===== config.mk =====
export PLATFORM = sky130hd
export DESIGN_NAME = sec_cmd_regs
export DESIGN_NICKNAME = d
export VERILOG_FILES = /design/src/verilog/sec_cmd_pkg.sv /design/src/verilog/sec_cmd_sync.sv /design/src/verilog/sec_cmd_events.sv /design/src/verilog/sec_cmd_regs.sv
export SDC_FILE = /design/constraint.sdc
export NUM_CORES = 1
export LEC_CHECK = 0
export ABC_CLOCK_PERIOD_IN_PS = 6400
export BUFFER_PORTS_ARGS = -buffer_cell sky130_fd_sc_hd__buf_2
export CAP_MARGIN = 40
export CORE_MARGIN = 2
export CORE_UTILIZATION = 45
export DETAILED_ROUTE_END_ITERATION = 10
export PLACE_DENSITY = 0.89
export SLEW_MARGIN = 5
export SYNTH_ARGS = -nofsm -noshare
export SYNTH_HDL_FRONTEND = slang
export SYNTH_SLANG_ARGS = --single-unit

===== constraint.sdc =====
create_clock -name clk -period 6.4 [get_ports clk]
set_input_delay 1.92 -clock clk [delete_from_list [all_inputs] [get_ports clk]]
set_output_delay 1.92 -clock clk [all_outputs]
set_load 0.02 [all_outputs]

===== src/verilog/sec_cmd_pkg.sv =====
// Package: offsets, field positions and reset values of the secondary command block
package sec_cmd_pkg;
    // Register byte offsets
    localparam logic [7:0]  OFF_CMD      = 8'h44;   // Command (low half) and status (high half)
    localparam logic [7:0]  OFF_IRQ_STAT = 8'h48;   // Sticky event status
    localparam logic [7:0]  OFF_IRQ_MASK = 8'h4c;   // Event mask
    localparam logic [7:0]  OFF_MODE     = 8'h50;   // Bridge mode and live state
    // Command bit positions
    localparam int B_IO      = 0;
    localparam int B_MEM     = 1;
    localparam int B_MASTER  = 2;
    localparam int B_PERR    = 6;
    localparam int B_SERR    = 8;
    localparam int B_INTDIS  = 10;
    // Fixed read-only zero bits of the command half
    localparam int B_SPECIAL = 3;
    localparam int B_MWI     = 4;
    localparam int B_PALETTE = 5;
    localparam int B_WAIT    = 7;
    localparam int B_FB2B    = 9;
    // Status half: master data parity error flag
    localparam int B_MDPE    = 24;
    // Writable mask of the command half; all other bits fixed zero
    localparam logic [15:0] CMD_WMASK    = 16'h0547;
    localparam logic [15:0] CMD_RESET    = 16'h0000;
    // Event bits in the interrupt status register
    localparam int E_PERR    = 0;
    localparam int E_SERR    = 1;
    localparam int E_INTX    = 2;
    localparam int N_EV      = 3;
    localparam logic [N_EV-1:0] EV_ZERO  = 3'h0;
    // Mode register bits
    localparam int M_REVERSE = 0;
    localparam int M_PCIX    = 1;
endpackage


===== src/verilog/sec_cmd_sync.sv =====
// Two-flop synchroniser for pin-level inputs
`timescale 1ns/1ps
module sec_cmd_sync
    import sec_cmd_pkg::*;
#(
    parameter int W = 1
) (
    // Clock and reset
    input  wire logic         clk,
    input  wire logic         rst,
    // Data
    input  wire logic [W-1:0] d,
    output logic      [W-1:0] q
);
    typedef struct packed {
        logic [W-1:0] s1;   // First stage, read only by the second
        logic [W-1:0] s2;   // Second stage, safe to use
    } sync_s;
    sync_s st;
    sync_s next_st;

    // Shift chain
    always_comb begin
        next_st.s1 = d;
        next_st.s2 = st.s1;
    end

    // Register the chain; reset to zero
    always_ff @(posedge clk) begin
        if (rst) begin
            st <= '0;
        end else begin
            st <= next_st;
        end
    end

    assign q = st.s2;
endmodule


===== src/verilog/sec_cmd_events.sv =====
// Sticky event status with write-one-to-clear and mask-gated interrupt
`timescale 1ns/1ps
module sec_cmd_events
    import sec_cmd_pkg::*;
(
    // Clock and reset
    input  wire logic            clk,
    input  wire logic            rst,
    // Event pulses and clear strobe
    input  wire logic [N_EV-1:0] ev,
    input  wire logic [N_EV-1:0] clr,
    input  wire logic [N_EV-1:0] mask,
    // State out
    output logic      [N_EV-1:0] stat,
    output logic                 irq
);
    typedef struct packed {
        logic [N_EV-1:0] stat;  // Sticky bits
    } ev_s;
    ev_s st;
    ev_s next_st;

    // Set wins over clear so a coincident event is never lost
    always_comb begin
        next_st.stat = (st.stat & ~clr) | ev;
    end

    // Register
    always_ff @(posedge clk) begin
        if (rst) begin
            st.stat <= EV_ZERO;
        end else begin
            st <= next_st;
        end
    end

    assign stat = st.stat;
    // Level interrupt while any unmasked bit is set
    assign irq  = |(st.stat & mask);
endmodule


===== src/verilog/sec_cmd_regs.sv =====
// Secondary command register bank with APB slave and bridge gating outputs
`timescale 1ns/1ps
//
// Overview of operation
// RL1: I/O enable clear ignores secondary I/O
// RL2: Memory enable clear ignores secondary memory reads
// RL3: Master enable clear blocks initiate and respond
// RL4: Reverse PCI-X split completions ignore master enable
// RL5: Special cycle bit reads zero, never responds
// RL6: Invalidate enable reads zero, forwarding only
// RL7: Palette snoop bit zero, snoops ignored
// RL8: Parity response enables parity error flag
// RL9: Wait cycle control is read-only
// RL10: Forward mode error enable gates messages
// RL11: Reverse mode error enable gates SERR
// RL12: Fast back-to-back enable reads zero
// RL13: Interrupt disable blocks INTx messages
// RL14: Interrupt disable releases asserted INTx
// RL15: Parity flag set only when enabled
// RL16: Reserved bits read zero, writes ignored
// RL17: Writes to read-only bits ignored
module sec_cmd_regs
    import sec_cmd_pkg::*;
(
    // Clock and reset
    input  wire logic        clk,
    input  wire logic        rst,
    // APB slave
    input  wire logic        psel,
    input  wire logic        penable,
    input  wire logic        pwrite,
    input  wire logic [7:0]  paddr,
    input  wire logic [31:0] pwdata,
    output logic             pready,
    output logic      [31:0] prdata,
    output logic             pslverr,
    // Bridge mode straps (pins)
    input  wire logic        reverse_mode_pin,
    input  wire logic        pcix_mode_pin,
    // Error and interrupt requests from the bridge core (same clock)
    input  wire logic        parity_event,
    input  wire logic        sys_error_event,
    input  wire logic        intx_request,
    // Secondary interface gating
    output logic             io_respond_en,
    output logic             mem_read_en,
    output logic             master_en,
    output logic             split_compl_en,
    output logic             special_cycle_respond,
    output logic             mwi_originate_en,
    output logic             palette_snoop_en,
    output logic             err_msg_en,
    output logic             serr_assert,
    output logic             intx_assert,
    // Interrupt
    output logic             irq
);
    // Synchronised mode straps
    logic [1:0]      mode_sync;
    logic            rev;
    logic            pcix;
    logic [N_EV-1:0] ev_stat;
    logic [N_EV-1:0] ev_clr;

    // Whole module state
    typedef struct packed {
        logic [15:0]     cmd;      // Command half
        logic            mdpe;     // Master data parity error flag
        logic [N_EV-1:0] mask;     // Interrupt mask
        logic            serr;     // Registered SERR drive
        logic            intx;     // Registered INTx drive
        logic [31:0]     rdata;    // Read data hold
        logic            ready;    // Access phase answer
    } regs_s;
    regs_s st;
    regs_s next_st;

    // Bus decode helper, used by read and write paths
    function automatic logic hit(input logic [7:0] a, input logic [7:0] off);
        hit = (a == off);
    endfunction

    // Mode straps come from pins: two flops before use
    sec_cmd_sync #(.W(2)) u_sync (
        .clk (clk),
        .rst (rst),
        .d   ({pcix_mode_pin, reverse_mode_pin}),
        .q   (mode_sync)
    );
    assign rev  = mode_sync[M_REVERSE];
    assign pcix = mode_sync[M_PCIX];

    // Sticky event bank
    sec_cmd_events u_events (
        .clk  (clk),
        .rst  (rst),
        .ev   ({intx_request, sys_error_event, parity_event}),
        .clr  (ev_clr),
        .mask (st.mask),
        .stat (ev_stat),
        .irq  (irq)
    );

    logic acc;
    logic wr;
    assign acc = psel & penable & st.ready;
    assign wr  = acc & pwrite;
    // Write-one-to-clear of event status
    assign ev_clr = (wr && hit(paddr, OFF_IRQ_STAT)) ? pwdata[N_EV-1:0] : EV_ZERO;

    // Next-state logic: register writes, flag updates, read mux
    always_comb begin
        next_st = st;
        // One wait state: ready rises in the access phase, falls after
        next_st.ready = psel & penable & ~st.ready;
        if (wr && hit(paddr, OFF_CMD)) begin
            // Only writable bits take data; fixed and reserved stay zero
            next_st.cmd = pwdata[15:0] & CMD_WMASK;           // [RL16] [RL17] [RL9] [RL12]
            // Status half: write one clears master parity flag
            if (pwdata[B_MDPE]) begin
                next_st.mdpe = 1'b0;
            end
        end
        if (wr && hit(paddr, OFF_IRQ_MASK)) begin
            next_st.mask = pwdata[N_EV-1:0];
        end
        // Parity flag gated by response enable; set wins over clear
        if (parity_event && st.cmd[B_PERR]) begin
            next_st.mdpe = 1'b1;                              // [RL8] [RL15]
        end
        // SERR driven only in reverse mode with enable
        next_st.serr = rev & st.cmd[B_SERR] & sys_error_event;     // [RL11]
        // Disable releases any held INTx at once
        next_st.intx = intx_request & ~next_st.cmd[B_INTDIS];     // [RL13] [RL14]
        // Read mux; unmapped reads return zero with error
        next_st.rdata = 32'h0000_0000;
        if (psel && !penable && !pwrite) begin
            if (hit(paddr, OFF_CMD)) begin
                next_st.rdata = {7'h00, st.mdpe, 8'h00, st.cmd};
            end else if (hit(paddr, OFF_IRQ_STAT)) begin
                next_st.rdata = {29'h0, ev_stat};
            end else if (hit(paddr, OFF_IRQ_MASK)) begin
                next_st.rdata = {29'h0, st.mask};
            end else if (hit(paddr, OFF_MODE)) begin
                next_st.rdata = {25'h0, st.intx, st.serr, 3'h0, pcix, rev};
            end
        end else if (psel && penable) begin
            next_st.rdata = st.rdata;
        end
    end

    // Single state register
    always_ff @(posedge clk) begin
        if (rst) begin
            st <= '0;
        end else begin
            st <= next_st;
        end
    end

    // APB answers
    assign pready  = st.ready;
    assign prdata  = st.rdata;
    assign pslverr = st.ready & ~(hit(paddr, OFF_CMD) | hit(paddr, OFF_IRQ_STAT)
                                  | hit(paddr, OFF_IRQ_MASK) | hit(paddr, OFF_MODE));

    // Gating outputs
    assign io_respond_en  = st.cmd[B_IO] & st.cmd[B_MASTER];            // [RL1] [RL3]
    assign mem_read_en    = st.cmd[B_MEM] & st.cmd[B_MASTER];           // [RL2] [RL3]
    assign master_en      = st.cmd[B_MASTER];                           // [RL3]
    assign split_compl_en = st.cmd[B_MASTER] | (rev & pcix);            // [RL4]
    assign special_cycle_respond = 1'b0;                                // [RL5]
    // Originated invalidates never; forwarding path is outside this bank
    assign mwi_originate_en = 1'b0;                                     // [RL6]
    assign palette_snoop_en = 1'b0;                                     // [RL7]
    assign err_msg_en     = ~rev & st.cmd[B_SERR];                      // [RL10]
    assign serr_assert    = st.serr;
    assign intx_assert    = st.intx;

    // Low half of write data as a plain signal, so the checks can look back at it
    logic [15:0] wr_low;
    assign wr_low = pwdata[15:0];

    // Assertions
    property p_rsvd_zero;
        @(posedge clk) disable iff (rst) (st.cmd & ~CMD_WMASK) == 16'h0000;
    endproperty
    a_rsvd_zero: assert property (p_rsvd_zero) else $error("fixed bits not zero"); // [RL16]

    property p_ro_write;
        @(posedge clk) disable iff (rst)
            (wr && hit(paddr, OFF_CMD)) |=> (st.cmd == ($past(wr_low) & CMD_WMASK));
    endproperty
    a_ro_write: assert property (p_ro_write) else $error("read-only bit took data"); // [RL17]

    property p_io_gate;
        @(posedge clk) disable iff (rst) !st.cmd[B_IO] |-> !io_respond_en;
    endproperty
    a_io_gate: assert property (p_io_gate) else $error("io response while off"); // [RL1]

    property p_mem_gate;
        @(posedge clk) disable iff (rst) !st.cmd[B_MEM] |-> !mem_read_en;
    endproperty
    a_mem_gate: assert property (p_mem_gate) else $error("mem read while off"); // [RL2]

    property p_split;
        @(posedge clk) disable iff (rst) (rev && pcix) |-> split_compl_en;
    endproperty
    a_split: assert property (p_split) else $error("split completion blocked"); // [RL4]

    property p_mdpe_set;
        @(posedge clk) disable iff (rst)
            $rose(st.mdpe) |-> $past(parity_event) && $past(st.cmd[B_PERR]);
    endproperty
    a_mdpe_set: assert property (p_mdpe_set) else $error("parity flag set wrongly"); // [RL15]

    property p_mdpe_cause;
        @(posedge clk) disable iff (rst) (parity_event && st.cmd[B_PERR]) |=> st.mdpe;
    endproperty
    a_mdpe_cause: assert property (p_mdpe_cause) else $error("parity flag missed"); // [RL8]

    property p_intx_release;
        @(posedge clk) disable iff (rst) st.cmd[B_INTDIS] |-> !intx_assert;
    endproperty
    a_intx_release: assert property (p_intx_release) else $error("intx while disabled"); // [RL14]

    property p_serr_mode;
        @(posedge clk) disable iff (rst) serr_assert |-> $past(rev) && $past(st.cmd[B_SERR]);
    endproperty
    a_serr_mode: assert property (p_serr_mode) else $error("serr without enable"); // [RL11]

    property p_errmsg;
        @(posedge clk) disable iff (rst) err_msg_en |-> (!rev && st.cmd[B_SERR]);
    endproperty
    a_errmsg: assert property (p_errmsg) else $error("error message gate wrong"); // [RL10]

    // Forward mode with the enable set must open the message path
    property p_errmsg_on;
        @(posedge clk) disable iff (rst) (!rev && st.cmd[B_SERR]) |-> err_msg_en;
    endproperty
    a_errmsg_on: assert property (p_errmsg_on) else $error("errmsg gate off"); // [RL10]

    // Master bit low closes the master, I/O response and memory read gates
    property p_master_gate;
        @(posedge clk) disable iff (rst)
            !st.cmd[B_MASTER] |-> (!master_en && !io_respond_en && !mem_read_en);
    endproperty
    a_master_gate: assert property (p_master_gate) else $error("master gate open"); // [RL3]

    // Outside reverse PCI-X the split path follows the master bit only
    property p_split_master;
        @(posedge clk) disable iff (rst)
            !(rev && pcix) |-> (split_compl_en == st.cmd[B_MASTER]);
    endproperty
    a_split_master: assert property (p_split_master) else $error("split gate wrong"); // [RL4]

    // Fixed-zero capability bits and their gates never come alive
    property p_special;
        @(posedge clk) disable iff (rst) !special_cycle_respond && !st.cmd[B_SPECIAL];
    endproperty
    a_special: assert property (p_special) else $error("special cycle enabled"); // [RL5]

    property p_mwi;
        @(posedge clk) disable iff (rst) !mwi_originate_en && !st.cmd[B_MWI];
    endproperty
    a_mwi: assert property (p_mwi) else $error("invalidate enabled"); // [RL6]

    property p_palette;
        @(posedge clk) disable iff (rst) !palette_snoop_en && !st.cmd[B_PALETTE];
    endproperty
    a_palette: assert property (p_palette) else $error("palette snoop enabled"); // [RL7]

    property p_wait_ro;
        @(posedge clk) disable iff (rst)
            (wr && hit(paddr, OFF_CMD)) |=> !st.cmd[B_WAIT];
    endproperty
    a_wait_ro: assert property (p_wait_ro) else $error("wait cycle bit took data"); // [RL9]

    property p_fb2b_ro;
        @(posedge clk) disable iff (rst) !st.cmd[B_FB2B];
    endproperty
    a_fb2b_ro: assert property (p_fb2b_ro) else $error("fast b2b bit set"); // [RL12]

    // Parity flag cannot appear while response is off, and stays until cleared
    property p_mdpe_off;
        @(posedge clk) disable iff (rst)
            (!st.cmd[B_PERR] && !st.mdpe) |=> !st.mdpe;
    endproperty
    a_mdpe_off: assert property (p_mdpe_off) else $error("parity flag set while off"); // [RL15]

    property p_mdpe_hold;
        @(posedge clk) disable iff (rst)
            (st.mdpe && !(wr && hit(paddr, OFF_CMD) && pwdata[B_MDPE])) |=> st.mdpe;
    endproperty
    a_mdpe_hold: assert property (p_mdpe_hold) else $error("parity flag lost"); // [RL8]

    // INTx drive needs a request, and follows one while not disabled
    property p_intx_gate;
        @(posedge clk) disable iff (rst) intx_assert |-> $past(intx_request);
    endproperty
    a_intx_gate: assert property (p_intx_gate) else $error("intx without request"); // [RL13]

    property p_intx_follow;
        @(posedge clk) disable iff (rst)
            (intx_request && !st.cmd[B_INTDIS] && !(wr && hit(paddr, OFF_CMD))) |=> intx_assert;
    endproperty
    a_intx_follow: assert property (p_intx_follow) else $error("intx request dropped"); // [RL13]

    // Reverse mode SERR follows an enabled error one cycle later
    property p_serr_cause;
        @(posedge clk) disable iff (rst)
            (rev && st.cmd[B_SERR] && sys_error_event) |=> serr_assert;
    endproperty
    a_serr_cause: assert property (p_serr_cause) else $error("serr missed"); // [RL11]
endmodule


# == Yosys cells after proc, flatten, opt, wreduce, memory -nomap -nowiden ==
# Cells that the tools add are included.
# totals
ff_bits,52
# op_classes
muxes,10
n_reduce_logical,13
bitwise,24
eq_ne,5
# op_table
cell,n
32-bit 2-to-1 mux,2
8-bit by 7-bit equality test with 1-bit output (second input constant),4
25-bit 2-to-1 mux,1
7-bit 2-to-1 mux,3
1-bit AND,12
12-bit 2-to-1 mux,1
1-bit logical AND,7
3-bit AND,2
1-bit NOT,4
1-bit OR,4
2-bit nonzero test,2
3-bit 2-to-1 mux,1
3-bit NOT,1
3-bit OR,1
3-bit OR reduction,1
1-bit zero test,2
1-bit 2-to-1 mux,2
2-bit inequality test (second input constant),1
2-bit AND reduction,1

# == Longest topological paths before layout ==
# depth
word_depth,8
ltp_mapped,5

# == Modules after synthesis ==
# A second synthesis with hierarchy kept.
# unflattened
hier_cells,170
area_unflattened_um2,1597.8
# by_module_without_submodules
mod,n_inst,cells_per_inst,area_each_um2
sec_cmd_regs,1,148,1373.8
sec_cmd_events,1,14,118.9
sec_cmd_sync,1,8,105.1

# == Worst setup path after synthesis ==
# Ideal clock, no wire load.
# synth_timing
path_type,input -> output
from,input port paddr[0]
to,output port pslverr
path_stages,3
required_ps,4480
path_buffers,0
t_arrival_ps,3007
setup_slack_ps,1473
cell_sequence,or4b_4 or2_1 o21a_1
# synth_between
elab_chain_cells,6
# synth_lines
item,line,text
"start, declared",sec_cmd_regs.sv:32,"input wire logic [7:0] paddr,"
8-bit by 7-bit equality test with 1-bit output,sec_cmd_regs.sv:80,hit = (a == off);
1-bit OR,sec_cmd_regs.sv:164,"assign pslverr = st.ready & ~(hit(paddr, OFF_CMD) | hit(paddr, OFF_IRQ_STAT)"
1-bit OR,sec_cmd_regs.sv:165,"| hit(paddr, OFF_IRQ_MASK) | hit(paddr, OFF_MODE));"
1-bit OR *,sec_cmd_regs.sv:165,
1-bit NOT *,sec_cmd_regs.sv:164,
1-bit AND *,sec_cmd_regs.sv:164,
"end, declared",sec_cmd_regs.sv:36,"output logic pslverr,"
# Every way passes the cells marked *; elsewhere a longest branch is shown, timed or not.

# == Worst setup path after layout ==
# Same ends and word-level chain as after synthesis.

==> impl_metrics.toml <==
[timing]
hold_violations = 0
max-slew-margin-rel = 0.583
max_freq_mhz = 194
maxSlewViolCount = 0
finalCritPeriodShare = 0.806
fin_skew_ns = 0.000921
tightest_slew_ns = 0.623
tns_ns = 0
rsz0062_at_grt = "false"
min_period_ns = 5.16
setup_viol = 0
setup_ws_ns = 1.24

[detailed_routing]
first_pass_iters = 4
detail-route-antenna-nets = 0
wl_per_cell_um = 12.1
drc = 0
vias = 1107
wirelength_mm = 2.78
drtIter0Drc = 47
viasPerCell = 4.79

[finish]
multiInputGateArea_um2 = 688
layout-drive-gt1-share = 0.278
area_delta_synth_final_pct = 9.41
fin_area_um2 = 1590
fillers = 306
seq_area_um2 = 561
insertedDiodeCount = 0
finalNetCount = 238
stdcell_count = 231

[global_routing]
grt_start_max_net_pins = 23
antenna_found_initial = 0
grt_overflow = 0
grt.total_usage = 0.157
grt_pass1_wl_mm = 4.32
grt_pass1_vias = 941

[yosys]
synthTopCellsByArea = "dfxtp_1 (39%), buf_4 (18%), mux2i_1 (6.2%), a32o_1 (4.8%), nor2_1 (3.9%)"
synth_cell_types = 37
yosysMostFrequentCell = "buf_4"
avgSynthCellArea_um2 = 9.41
ys_seq_area_frac = 0.387
synthXorXnorAreaFrac = 0.00604
netlist.area_leader.share = 0.387
synth_area_leader_cell = "dfxtp_1"
synth-edff-count = 0
synth.yosys.warnings = 0
synthMuxAreaShare = 0.0699
synth_commonest_cells = "buf_4 (35), dfxtp_1 (28), nor2_1 (15), mux2i_1 (9), nor2b_1 (8)"
synth_ff_type = "dfxtp_1"
ys_async_sr_fraction = 0
syn-cell-area_um2 = 1450
synth_top_family_by_area = "buffers and inverters"
synthCells = 154
synth_fa_ha_area_frac = 0
synth-simple-area-share = 0.200
yosys_register_bits = 28
synth-compound-area-share = 0.129

[clock_tree]
insertion_delay_ns = 0.33
cts_setup_buffers = 0
cts_buffer_depth = 2
clock-sinks = 28
clk_pin_slew_ns = 0.15
cts_tree = "yes"
cts_buffers = 3
post_cts_resize_count = 0
cts-root-buf = "clkbuf_4"
hold_buffers = 0
htreeDepth = 1

[power]
swShare = 0.246
seqPwrFrac = 0.535
cellPowerDensity_nw_per_um2 = 211
power.leakage_nw = 0.721
pwr-share-comb = 0.122
internal_power_w = 0.000253
clockPowerShare = 0.343
power.switching_w = 0.0000824
ir_drop_v = 0.000166

[floorplan]
num_rows = 20
core_um2 = 3050
fp.dieH_um = 60.7
ioPinCount = 95
die_area_um2 = 3690
start_util = 0.475
die_w_um = 60.7

[setup_path]
start_kind = "input pin"
worstPathMaxFanout = 5
reg2regPathDepth = 4
critPathKind = "in -> out"
cp_data_arrival_time_ns = 3.24
r2r-start = "pready$_SDFF_PP0_"
worstSetupEndpointType = "primary output"
r2r_slack_ns = 4.57
required_ns = 4.48
r2r-end = "intx_assert$_SDFF_PP0_"

[placement]
placed_cell_area_um2 = 1530
io_buffers = 42
dp.cells = 227
pre_cts_slack_ns = 1.25
gp_congestion = 0.830
hpwl_mm = 2.22

[min_path]
hold_path.class = "reg -> reg"
hold_depth = 1
worstHoldStart = "u_sync.next_st[1]$_SDFF_PP0_"
whs_endpoint = "u_sync.q[1]$_SDFF_PP0_"

[job]
max-cap-violations = 0

[run_status]
status = "finished, final reports clean"
==> power groups by stage <==
stage / combinational [W] / sequential, W / clock (W)
after floorplan: 0.0000401 / 0.000183 / 0
after global placement: 0.0000399 / 0.000183 / 0
after detailed placement: 0.0000406 / 0.000183 / 0
after CTS: 0.0000406 / 0.000179 / 0.000114
after global routing: 0.0000453 / 0.000180 / 0.000124
final: 0.0000408 / 0.000179 / 0.000115
==> worst max-delay path by stage <==
stage | start | to | depth (start not counted) | slack [ns]
after CTS | paddr[0] | pslverr | 5 | 1.24
after global placement | paddr[0] | pslverr | 5 | 1.24
after floorplan | paddr[0] | pslverr | 3 | 1.47
final | paddr[0] | pslverr | 5 | 1.24
after global routing | paddr[0] | pslverr | 5 | 1.21
after detailed placement | paddr[0] | pslverr | 5 | 1.25
==> stage by stage <==
| step | power [W] | hold slack (ns) | util |
|---|---|---|---|
| global placement | 0.000223 | 0.422 | 0.502 |
| floorplan | 0.000224 | 0.414 | - |
| global route | 0.000350 | 0.468 | 0.519 |
| detailed placement | 0.000224 | 0.432 | 0.502 |
| CTS | 0.000334 | 0.461 | 0.519 |
| finish | 0.000335 | 0.458 | 0.519 |
==> cells by family (layout without fill, tap and decap cells) <==
logic type / after synthesis / after routing
flip-flops: 28 / 28
multiplexers: 10 / 10
AND/OR/NAND/NOR: 47 / 47
AO/OA/AOI/OAI: 23 / 23
buffers and inverters: 44 / 51
XOR/XNOR: 1 / 1
other: 1 / 27
==> critical path, cell delays in order <==
cell	delay (ns)
buf_2	0.10
or4b_4	0.56
or2_1	0.30
o21a_1	0.21
buf_2	0.15
==> area by class of cell <==
| cell class | instances | share of cell area |
|---|---|---|
| multi-input combinational | 108 | 0.434 |
| sequential | 28 | 0.354 |
| timing repair buffer | 42 | 0.133 |
| tap | 44 | 0.0347 |
| clock inverter | 1 | 0.0189 |
| clock buffer | 3 | 0.0142 |
| inverter | 5 | 0.0118 |
==> metal layers <==
metal,vias up,part of all wire,global-route usage
met1,515,0.43,0.213
met5,-,0,0
met2,47,0.48,0.255
met3,2,0.088,0.0490
met4,0,0.0054,0.0186
li1,543,-,-
==> state kept, by name (all words and copies together), names as in the netlist <==
signal and count:
st 9, prdata 8, u_events.stat 3, u_sync.next_st 2, u_sync.q 2, intx_assert 1
master_en 1, pready 1, serr_assert 1
==> cells in the final DEF, fill, tap and decap left out, types with 2 or more instances in the layout <==
cell | Yosys | routed
nand2_1 | 4 | 4
nor2b_1 | 8 | 8
inv_1 | 5 | 5
nand2b_1 | 2 | 2
a32o_1 | 7 | 7
nor3_1 | 4 | 4
conb_1 | 1 | 27
nor2_1 | 15 | 15
and2_1 | 2 | 2
a21oi_1 | 3 | 3
buf_2 | 1 | 42
dfxtp_1 | 28 | 28
clkbuf_4 | 0 | 3
a22oi_1 | 2 | 2
mux2i_1 | 9 | 9
a311oi_1 | 3 | 3
a22o_1 | 2 | 2
o22ai_1 | 2 | 2
(Power assumes the default switching activity.)
